===== src/hdl/udis_pkg.sv =====
// constants and types shared by the interrupt source block
package udis_pkg;
    // clock and pseudo frame timing
    localparam int CLOCK_MHZ = 100;
    localparam int PSEUDO_FRAME_US = 1000;
    localparam int PSEUDO_FRAME_CYCLES = PSEUDO_FRAME_US * CLOCK_MHZ;
    localparam int FRAME_CNT_W = 20;
    localparam logic [1:0] MISSED_LIMIT = 2'h3;
    // command codes and read length
    localparam logic [7:0] CMD_READ_SOURCES = 8'hC0;
    localparam logic [1:0] LAST_BYTE = 2'h3;
    // field positions of the source register
    localparam int BIT_BUS_RESET = 0;
    localparam int BIT_RESUME = 1;
    localparam int BIT_SUSPEND_CHANGE = 2;
    localparam int BIT_DMA_DONE = 3;
    localparam int BIT_FRAME_START = 4;
    localparam int BIT_PSEUDO_FRAME = 5;
    localparam int BIT_SHORT_PACKET = 6;
    localparam int BIT_BUS_SLEEP = 7;
    localparam int BIT_CTRL_OUT = 8;
    localparam int BIT_CTRL_IN = 9;
    localparam int BIT_ENDPOINT_BASE = 10;
    localparam int ENDPOINT_COUNT = 14;
    localparam int SOURCE_W = 32;
    localparam logic [SOURCE_W-1:0] FLAGS_RESET = 32'h0000_0000;
    localparam logic [SOURCE_W-1:0] LIVE_MASK = 32'h0000_0080;
    localparam logic [SOURCE_W-1:0] RESERVED_MASK = 32'hFF00_0000;
    // read sequence states
    typedef enum logic [0:0] {READ_IDLE, READ_ACTIVE} udis_read_state_t;
endpackage : udis_pkg


===== src/hdl/udis_frame_if.sv =====
// signals between the source register and the pseudo frame timer
interface udis_frame_if;
    logic frameStart; // a real frame start was seen on the bus
    logic wakeEvent; // resume or bus reset ends a timer suspend
    logic pseudoTick; // one-cycle pulse each pseudo frame
    logic missedSuspend; // pulse when the missed limit is reached
    modport timer (input frameStart, input wakeEvent, output pseudoTick, output missedSuspend);
    modport owner (output frameStart, output wakeEvent, input pseudoTick, input missedSuspend);
endinterface : udis_frame_if


===== src/hdl/udis_sources.sv =====
// interrupt source register with command-driven 4-byte readout
module udis_sources
#(
    parameter int FRAME_CYCLES = udis_pkg::PSEUDO_FRAME_CYCLES
)
(
    // clock and reset
    input wire logic clock,
    input wire logic srst,
    // parallel command interface
    input wire logic writeStrobe,
    input wire logic commandPhase,
    input wire logic [7:0] writeData,
    input wire logic readStrobe,
    output logic [7:0] readData,
    // endpoint events, one-cycle pulses
    input wire logic [udis_pkg::ENDPOINT_COUNT-1:0] endpointEvent,
    input wire logic controlInEvent,
    input wire logic controlOutEvent,
    // bus and transfer events, one-cycle pulses
    input wire logic shortPacketDone,
    input wire logic dmaCountDone,
    input wire logic frameStartSeen,
    input wire logic resumeSeen,
    input wire logic busResetSeen,
    // bus line idle level, sampled at reset
    input wire logic busIdle,
    // enable mask and interrupt request
    input wire logic [udis_pkg::SOURCE_W-1:0] interruptEnable,
    output logic interruptRequest,
    output logic busSleepState
);
    import udis_pkg::*;

    // all state of this module outside the timer lives in one struct:
    // sticky flags, the live sleep bit, the readout sequence and the request.
    // the snapshot costs a second word of flops, but without it an event that lands
    // between byte reads could tear the word the host sees
    typedef struct packed {
        logic [SOURCE_W-1:0] flags; // sticky sources, live bit kept apart
        logic sleep; // bus sleep state
        udis_read_state_t rdState; // readout sequence state
        logic [1:0] byteIdx; // byte of the snapshot now presented
        logic [SOURCE_W-1:0] snap; // word frozen at the command
        logic [7:0] dataOut; // byte presented to the host
        logic irq; // registered interrupt request
    } udis_src_state_t;

    udis_src_state_t state_r;
    udis_src_state_t state_nxt;
    logic [SOURCE_W-1:0] setVec; // sources raised this cycle
    logic [SOURCE_W-1:0] clearVec; // sources consumed by a finished read
    logic [SOURCE_W-1:0] liveWord; // word as the host would see it now
    logic [ENDPOINT_COUNT-1:0] endpointSet; // endpoint events in flag order
    logic busActivity; // any bus event that proves the bus is awake

    // timer link; the timer only reports, the sleep bit itself is kept here
    udis_frame_if frm();

    // pick one byte of a word, low byte first
    function automatic logic [7:0] byteOf(input logic [SOURCE_W-1:0] w, input logic [1:0] idx);
        byteOf = w[8*idx +: 8];
    endfunction : byteOf

    // bus traffic of any kind: restarts the timer and wakes the bus
    function automatic logic busActive(input logic frameStart, input logic resume,
        input logic busReset);
        busActive = frameStart | resume | busReset;
    endfunction : busActive

    // pseudo frame timer; it keeps ticking in suspend so the pseudo flag
    // goes on marking frames while the host is away
    udis_frame_timer #(
        .FRAME_CYCLES(FRAME_CYCLES)
    ) u_timer (
        .clock(clock),
        .srst(srst),
        .frm(frm)
    );

    assign frm.frameStart = frameStartSeen;
    assign frm.wakeEvent = resumeSeen | busResetSeen;
    // one decode shared by the sleep bit and the suspend change flag
    assign busActivity = busActive(frameStartSeen, resumeSeen, busResetSeen);

    // endpoint flags laid out in ascending endpoint order
    genvar g;
    generate
        for (g = 0; g < ENDPOINT_COUNT; g++)
        begin : g_ep
            assign endpointSet[g] = endpointEvent[g];
        end
    endgenerate

    // event sources placed at their flag positions
    // every bit of setVec is written here so that a single process drives it
    // the reserved top byte never gets a set, so it can only ever read zero
    always_comb
    begin
        setVec[SOURCE_W-1:BIT_ENDPOINT_BASE + ENDPOINT_COUNT] = '0;
        setVec[BIT_ENDPOINT_BASE +: ENDPOINT_COUNT] = endpointSet;
        setVec[BIT_CTRL_IN] = controlInEvent;
        setVec[BIT_CTRL_OUT] = controlOutEvent;
        setVec[BIT_BUS_SLEEP] = 1'b0; // live bit, never sticky
        setVec[BIT_SHORT_PACKET] = shortPacketDone;
        setVec[BIT_PSEUDO_FRAME] = frm.pseudoTick;
        setVec[BIT_FRAME_START] = frameStartSeen;
        setVec[BIT_DMA_DONE] = dmaCountDone;
        // only a real awake to suspend change is flagged, not a report the bus cancels
        setVec[BIT_SUSPEND_CHANGE] = frm.missedSuspend & ~state_r.sleep & ~busActivity;
        setVec[BIT_RESUME] = resumeSeen;
        setVec[BIT_BUS_RESET] = busResetSeen;
    end

    // live view: sticky flags plus the current sleep bit, reserved forced low
    always_comb
    begin
        liveWord = state_r.flags & ~RESERVED_MASK & ~LIVE_MASK;
        liveWord[BIT_BUS_SLEEP] = state_r.sleep;
    end

    // next state of the whole block
    // the readout runs: command, then one byte per read strobe, low byte first.
    // readData is registered, so a byte appears the cycle after its strobe
    // and stands until the next strobe or command.
    // a command always wins over a read strobe in the same cycle
    always_comb
    begin
        state_nxt = state_r;
        clearVec = '0;
        // sleep state: entered by missed frames, left on any bus activity
        // activity wins over a missed-frame report in the same cycle,
        // since traffic proves that the bus is awake
        if (busActivity)
            state_nxt.sleep = 1'b0;
        else if (frm.missedSuspend)
            state_nxt.sleep = 1'b1;
        // command and data phases
        if (writeStrobe && commandPhase)
        begin
            if (writeData == CMD_READ_SOURCES)
            begin
                // freeze the word so all four bytes are coherent
                state_nxt.rdState = READ_ACTIVE;
                state_nxt.snap = liveWord;
                state_nxt.byteIdx = 2'h0;
                state_nxt.dataOut = byteOf(liveWord, 2'h0);
            end
            else
            begin
                // other commands belong to other blocks
                state_nxt.rdState = READ_IDLE;
                state_nxt.dataOut = 8'h00;
            end
        end
        else if (readStrobe)
        begin
            case (state_r.rdState)
                READ_ACTIVE:
                begin
                    if (state_r.byteIdx == LAST_BYTE)
                    begin
                        // only a full four byte read consumes the flags
                        state_nxt.rdState = READ_IDLE;
                        clearVec = state_r.snap & ~LIVE_MASK;
                        state_nxt.dataOut = 8'h00;
                    end
                    else
                    begin
                        state_nxt.byteIdx = state_r.byteIdx + 2'h1;
                        state_nxt.dataOut = byteOf(state_r.snap, state_r.byteIdx + 2'h1);
                    end
                end
                READ_IDLE:
                begin
                    // reads outside a sequence return zero
                    state_nxt.dataOut = 8'h00;
                end
                default:
                begin
                    state_nxt.rdState = READ_IDLE;
                end
            endcase
        end
        // writes in the data phase are ignored: the register is read-only
        // a new event wins over the clear of the same bit
        // so an event arriving on the last byte is never lost; the host
        // simply sees it on its next read
        state_nxt.flags = ((state_r.flags & ~clearVec) | setVec) & ~RESERVED_MASK;
        // enabled sources only reach the request line
        // the live sleep bit is a status, not a source, so it never requests
        state_nxt.irq = |(state_nxt.flags & ~LIVE_MASK & interruptEnable);
    end

    // state register; sleep bit reloads from the bus idle level at reset
    // busIdle is only looked at while srst is high; a bus that is idle
    // when the device comes up is treated as already suspended
    always_ff @(posedge clock)
    begin
        if (srst)
        begin
            state_r <= '0;
            state_r.flags <= FLAGS_RESET;
            state_r.rdState <= READ_IDLE;
            state_r.sleep <= busIdle;
        end
        else
        begin
            state_r <= state_nxt;
        end
    end

    // all outputs straight from flops: no glitches on the host side
    assign readData = state_r.dataOut;
    assign interruptRequest = state_r.irq;
    assign busSleepState = state_r.sleep;
endmodule : udis_sources


===== src/hdl/udis_frame_timer.sv =====
// pseudo frame timer: 1 ms ticks and missed frame counting
module udis_frame_timer
    import udis_pkg::*;
#(
    parameter int FRAME_CYCLES = udis_pkg::PSEUDO_FRAME_CYCLES
)
(
    // clock and reset
    input wire logic clock,
    input wire logic srst,
    // link to the source register
    udis_frame_if.timer frm
);
    import udis_pkg::*;

    localparam logic [FRAME_CNT_W-1:0] FRAME_LAST = FRAME_CNT_W'(FRAME_CYCLES - 1);

    typedef struct packed {
        logic [FRAME_CNT_W-1:0] count; // cycles into the current frame
        logic [1:0] missed; // consecutive frames with no frame start
        logic tick; // pseudo frame pulse
        logic suspendHit; // missed limit pulse
    } udis_timer_state_t;

    udis_timer_state_t state_r;
    udis_timer_state_t state_nxt;

    // a real frame start restarts the frame so ticks stay aligned to the host
    always_comb
    begin
        state_nxt = state_r;
        state_nxt.tick = 1'b0;
        state_nxt.suspendHit = 1'b0;
        if (frm.frameStart || frm.wakeEvent)
        begin
            // traffic seen: the missed run is broken
            state_nxt.count = '0;
            state_nxt.missed = '0;
        end
        else if (state_r.count == FRAME_LAST)
        begin
            // frame elapsed with no frame start
            state_nxt.count = '0;
            state_nxt.tick = 1'b1;
            if (state_r.missed != MISSED_LIMIT)
            begin
                state_nxt.missed = state_r.missed + 2'h1;
                // third miss in a row: report once, then hold
                state_nxt.suspendHit = (state_r.missed == MISSED_LIMIT - 2'h1);
            end
        end
        else
        begin
            state_nxt.count = state_r.count + FRAME_CNT_W'(1);
        end
    end

    // state register
    always_ff @(posedge clock)
    begin
        if (srst)
            state_r <= '0;
        else
            state_r <= state_nxt;
    end

    assign frm.pseudoTick = state_r.tick;
    assign frm.missedSuspend = state_r.suspendHit;
endmodule : udis_frame_timer


===== config.mk =====
export PLATFORM = sky130hd
export DESIGN_NAME = udis_sources
export DESIGN_NICKNAME = d
export VERILOG_FILES = /design/src/hdl/udis_pkg.sv /design/src/hdl/udis_frame_if.sv /design/src/hdl/udis_sources.sv /design/src/hdl/udis_frame_timer.sv
export SDC_FILE = /design/constraint.sdc
export NUM_CORES = 1
export LEC_CHECK = 0
export BUFFER_PORTS_ARGS = -buffer_cell sky130_fd_sc_hd__buf_2
export CORE_ASPECT_RATIO = 0.7
export CORE_MARGIN = 3
export CORE_UTILIZATION = 40
export DETAILED_ROUTE_END_ITERATION = 16
export HOLD_SLACK_MARGIN = 0.15
export PLACE_DENSITY = 0.68
export SLEW_MARGIN = 5
export SYNTH_ARGS = -nofsm -noshare
export SYNTH_HDL_FRONTEND = slang
export SYNTH_SLANG_ARGS = --single-unit

===== constraint.sdc =====
create_clock -name clock -period 2.21 [get_ports clock]
set_input_delay 0.442 -clock clock [delete_from_list [all_inputs] [get_ports clock]]
set_output_delay 0.442 -clock clock [all_outputs]
set_load 0.01 [all_outputs]

==> results by group <==
Yosys
  • Ranking of synthesized cells by area: dfxtp_1, nand2_1, a21oi_1, nor2_1, mux2_2
  • Post-synthesis instance total: 480
  • Yosys warnings: 0
  • Post-synth EDFFs: 1
  • Adder-cell share of the synthesized area: 0.0128
  • Synth top cells by count: nand2_1, dfxtp_1, nor2_1
  • Mapped Nets: 551
  • Area share of the largest cell type after synthesis: 0.424
  • Async S/R FF share, synth: 0
  • Most instantiated library cell after synthesis: nand2_1
  • XOR/XNOR Fraction of Synth Area: 0.0425
  • Register area share after synthesis: 0.432
  • Multiplexer share of the synthesized area: 0.0281
  • Cell taking the most area after synthesis: dfxtp_1
  • Yosys reg bits: 84
  • Post-Syn Area: 3920 sq um
  • Simple-gate share of the synthesized area: 0.235
  • Count of different cell masters after synthesis: 48
  • Mean Syn Cell Area: about 8.2 sq um
  • Compound-Gate Fraction of Synth Area: 0.189
  • Largest family of logic cells by synthesized area: simple AND/OR/NAND/NOR gates
  • Top FF cell, synth: dfxtp_1

Timing
  • Min cycle time layout: between 2 and 2.5 ns
  • RSZ-0062 raised after global routing: no
  • Slew Viols, Final: 0
  • Fmax: 487 MHz
  • Final setup vio count: 0
  • Endpoints failing hold: 0
  • Worst Max-Slew Pin Slew: just over 0.6 ns
  • Setup TNS: 0 ns
  • Fin crit share: 0.930
  • Max Clock Skew: 0.00954 ns
  • Max-slew headroom: 0.589

Layout
  • Layout cell share with drive strength beyond 1: 0.211
  • Ant diodes: 0
  • Nets@finish: between 600 and 700
  • Fillers: roughly 900
  • P&R area growth vs syn: 20.6%

Clock network
  • CTS buffer count: 9
  • Maximum buffer depth of the clock tree: 2
  • H-tree Lvls: 3
  • Clock latency on the worst-skew pair: approximately 0.34 ns
  • Resized cells post-CTS: 0
  • TritonCTS clock tree: built
  • Clock sink count: 84
  • Post-CTS Setup Bufs: 0
  • Clock Pin Slew Worst Setup and Hold Paths: about 0.06 ns
  • CTS Hold Bufs: 0
  • Root Buffer: clkbuf_16

Placement
  • Port-buffer cells: 67
  • DP HPWL: a little under 8000 microns
  • Gpl congestion: about 0.86

GRT
  • First-pass GRT wire length: 17100 microns
  • Initial antenna violation count: 0
  • Vias in the first global route: about 3400
  • All-Layer GR Usage: 0.195
  • Grt ovf: 0
  • Largest net degree at the start of global routing: 45

Route
  • DR vias/cell: ~5.4
  • ANT nets after route: 0
  • Routed vias: ~3600
  • Residual DRC count: 0
  • Wire per inst: 15.7 microns
  • DR pass1 iterations: 5
  • Initial DRC count: roughly 290
  • Overall routed net length: 10500 microns

Power and ir drop
  • Pwr Total: 3.51 mW
  • Power density over the cells: approximately 740 nW/um^2
  • Peak supply drop: 0.000553 V
  • Pleak: 1.86 nW

Critical path
  • Arr. time, crit path: ~2.3 ns
  • Required @ worst endpoint: between 2 and 2.5 ns
  • Max FO, Critical Path: 19
  • Setup crit end kind: flip-flop
  • Crit path kind: reg2reg
  • Setup crit start kind: flip-flop

Floorplan
  • DIE AREA: roughly 11000 sq um
  • Die Wd: approximately 120 microns
  • Starting Density: 0.422
  • Die height: approximately 89 microns
  • Core Rows: 29
  • Io pins: 77
  • Area of the core: 9290 sq um

Run
  • Maxcap violations: 0

Min path
  • Worst Hold Class: in2reg

Status
  • Status: complete, no violations
sequential cells by signal (all words and copies together), names as in the netlist:
register                   flops
state_r                       27
readData                       8
u_timer.state_r               22
busSleepState                  1
interruptRequest               1
liveWord                      23
u_timer.frm.pseudoTick         1
u_timer.frm.missedSuspend      1
worst paths after layout:
check                                      start                             end  slack (ns)  depth (start not counted)
setup / recovery  u_timer.state_r[22]$_SDFF_PP0_  u_timer.state_r[10]$_SDFF_PP0_        0.15                          5
hold / removal                  endpointEvent[5]         liveWord[15]$_SDFF_PP0_        0.33                          3
setup reg to reg  u_timer.state_r[22]$_SDFF_PP0_  u_timer.state_r[10]$_SDFF_PP0_        0.15                          5
hold reg to reg         state_r[16]$_SDFFE_PP0P_        state_r[16]$_SDFFE_PP0P_        0.46                          2
cells by family after synthesis:
group / Yosys count
simple gates: 198
buf+inv: 52
mux: 10
fa+ha+maj: 4
flops: 84
xor+xnor: 19
compound gates: 113
stage by stage:
step | cell area (sq um) | setup WS, ns | util | instances | hold WS (ns)
after floorplan | 3920 | 0.126 | - | 480 | 0.411
after global placement | 4380 | 0.0906 | 0.471 | 653 | 0.427
after detailed placement | 4380 | 0.0671 | 0.471 | 653 | 0.449
after CTS | 4720 | 0.143 | 0.508 | 669 | 0.328
after global routing | 4720 | 0.0209 | 0.508 | 669 | 0.344
final | 4720 | 0.155 | 0.508 | 669 | 0.329
worst max-delay path, cell delays in order (launching register included):
cell	delay, ns
dfxtp_1	0.34
or4_1	0.52
or4_4	0.52
or2_4	0.29
nand2_4	0.19
nor2_1	0.08
per-layer routing:
metal  wire [microns]  part of all wire  vias to the layer above  global-route usage
li1                 -                 -                     1795                   -
met1             5180              0.49                     1695               0.267
met2             4450              0.42                      114               0.290
met3              817             0.078                        7              0.0802
met4               59            0.0056                        0              0.0448
met5                0                 0                        -                   0
cell type report:
| cell class | count | area (sq um) | area share |
|---|---|---|---|
| inverters | 18 | 67.6 | 0.0143 |
| well taps | 124 | 155 | 0.0328 |
| clock buffers | 11 | 264 | 0.0559 |
| flip-flops and latches | 84 | 1690 | 0.358 |
| multi-input cells | 344 | 2000 | 0.423 |
| clock inverters | 5 | 81.3 | 0.0172 |
| repair buffers | 83 | 468 | 0.0991 |
power breakdown:
part           switching, mW  internal, mW
combinational          0.116        0.0952
sequential            0.0264          1.56
clock                  0.624          1.09
total                  0.766          2.74
cells in the final DEF (no fill, tap or decap), types with 9 or more instances in the layout:
master,netlist,layout
a21oi_1,48,48
a41oi_1,10,10
buf_2,4,67
buf_4,8,15
clkbuf_16,0,10
dfxtp_1,83,83
inv_1,17,17
nand2_1,87,87
nand3_1,9,9
nor2_1,53,53
o21ai_0,14,14
xnor2_1,9,9
xor2_1,10,10
No activity file was read; power rests on OpenSTA's default activity.
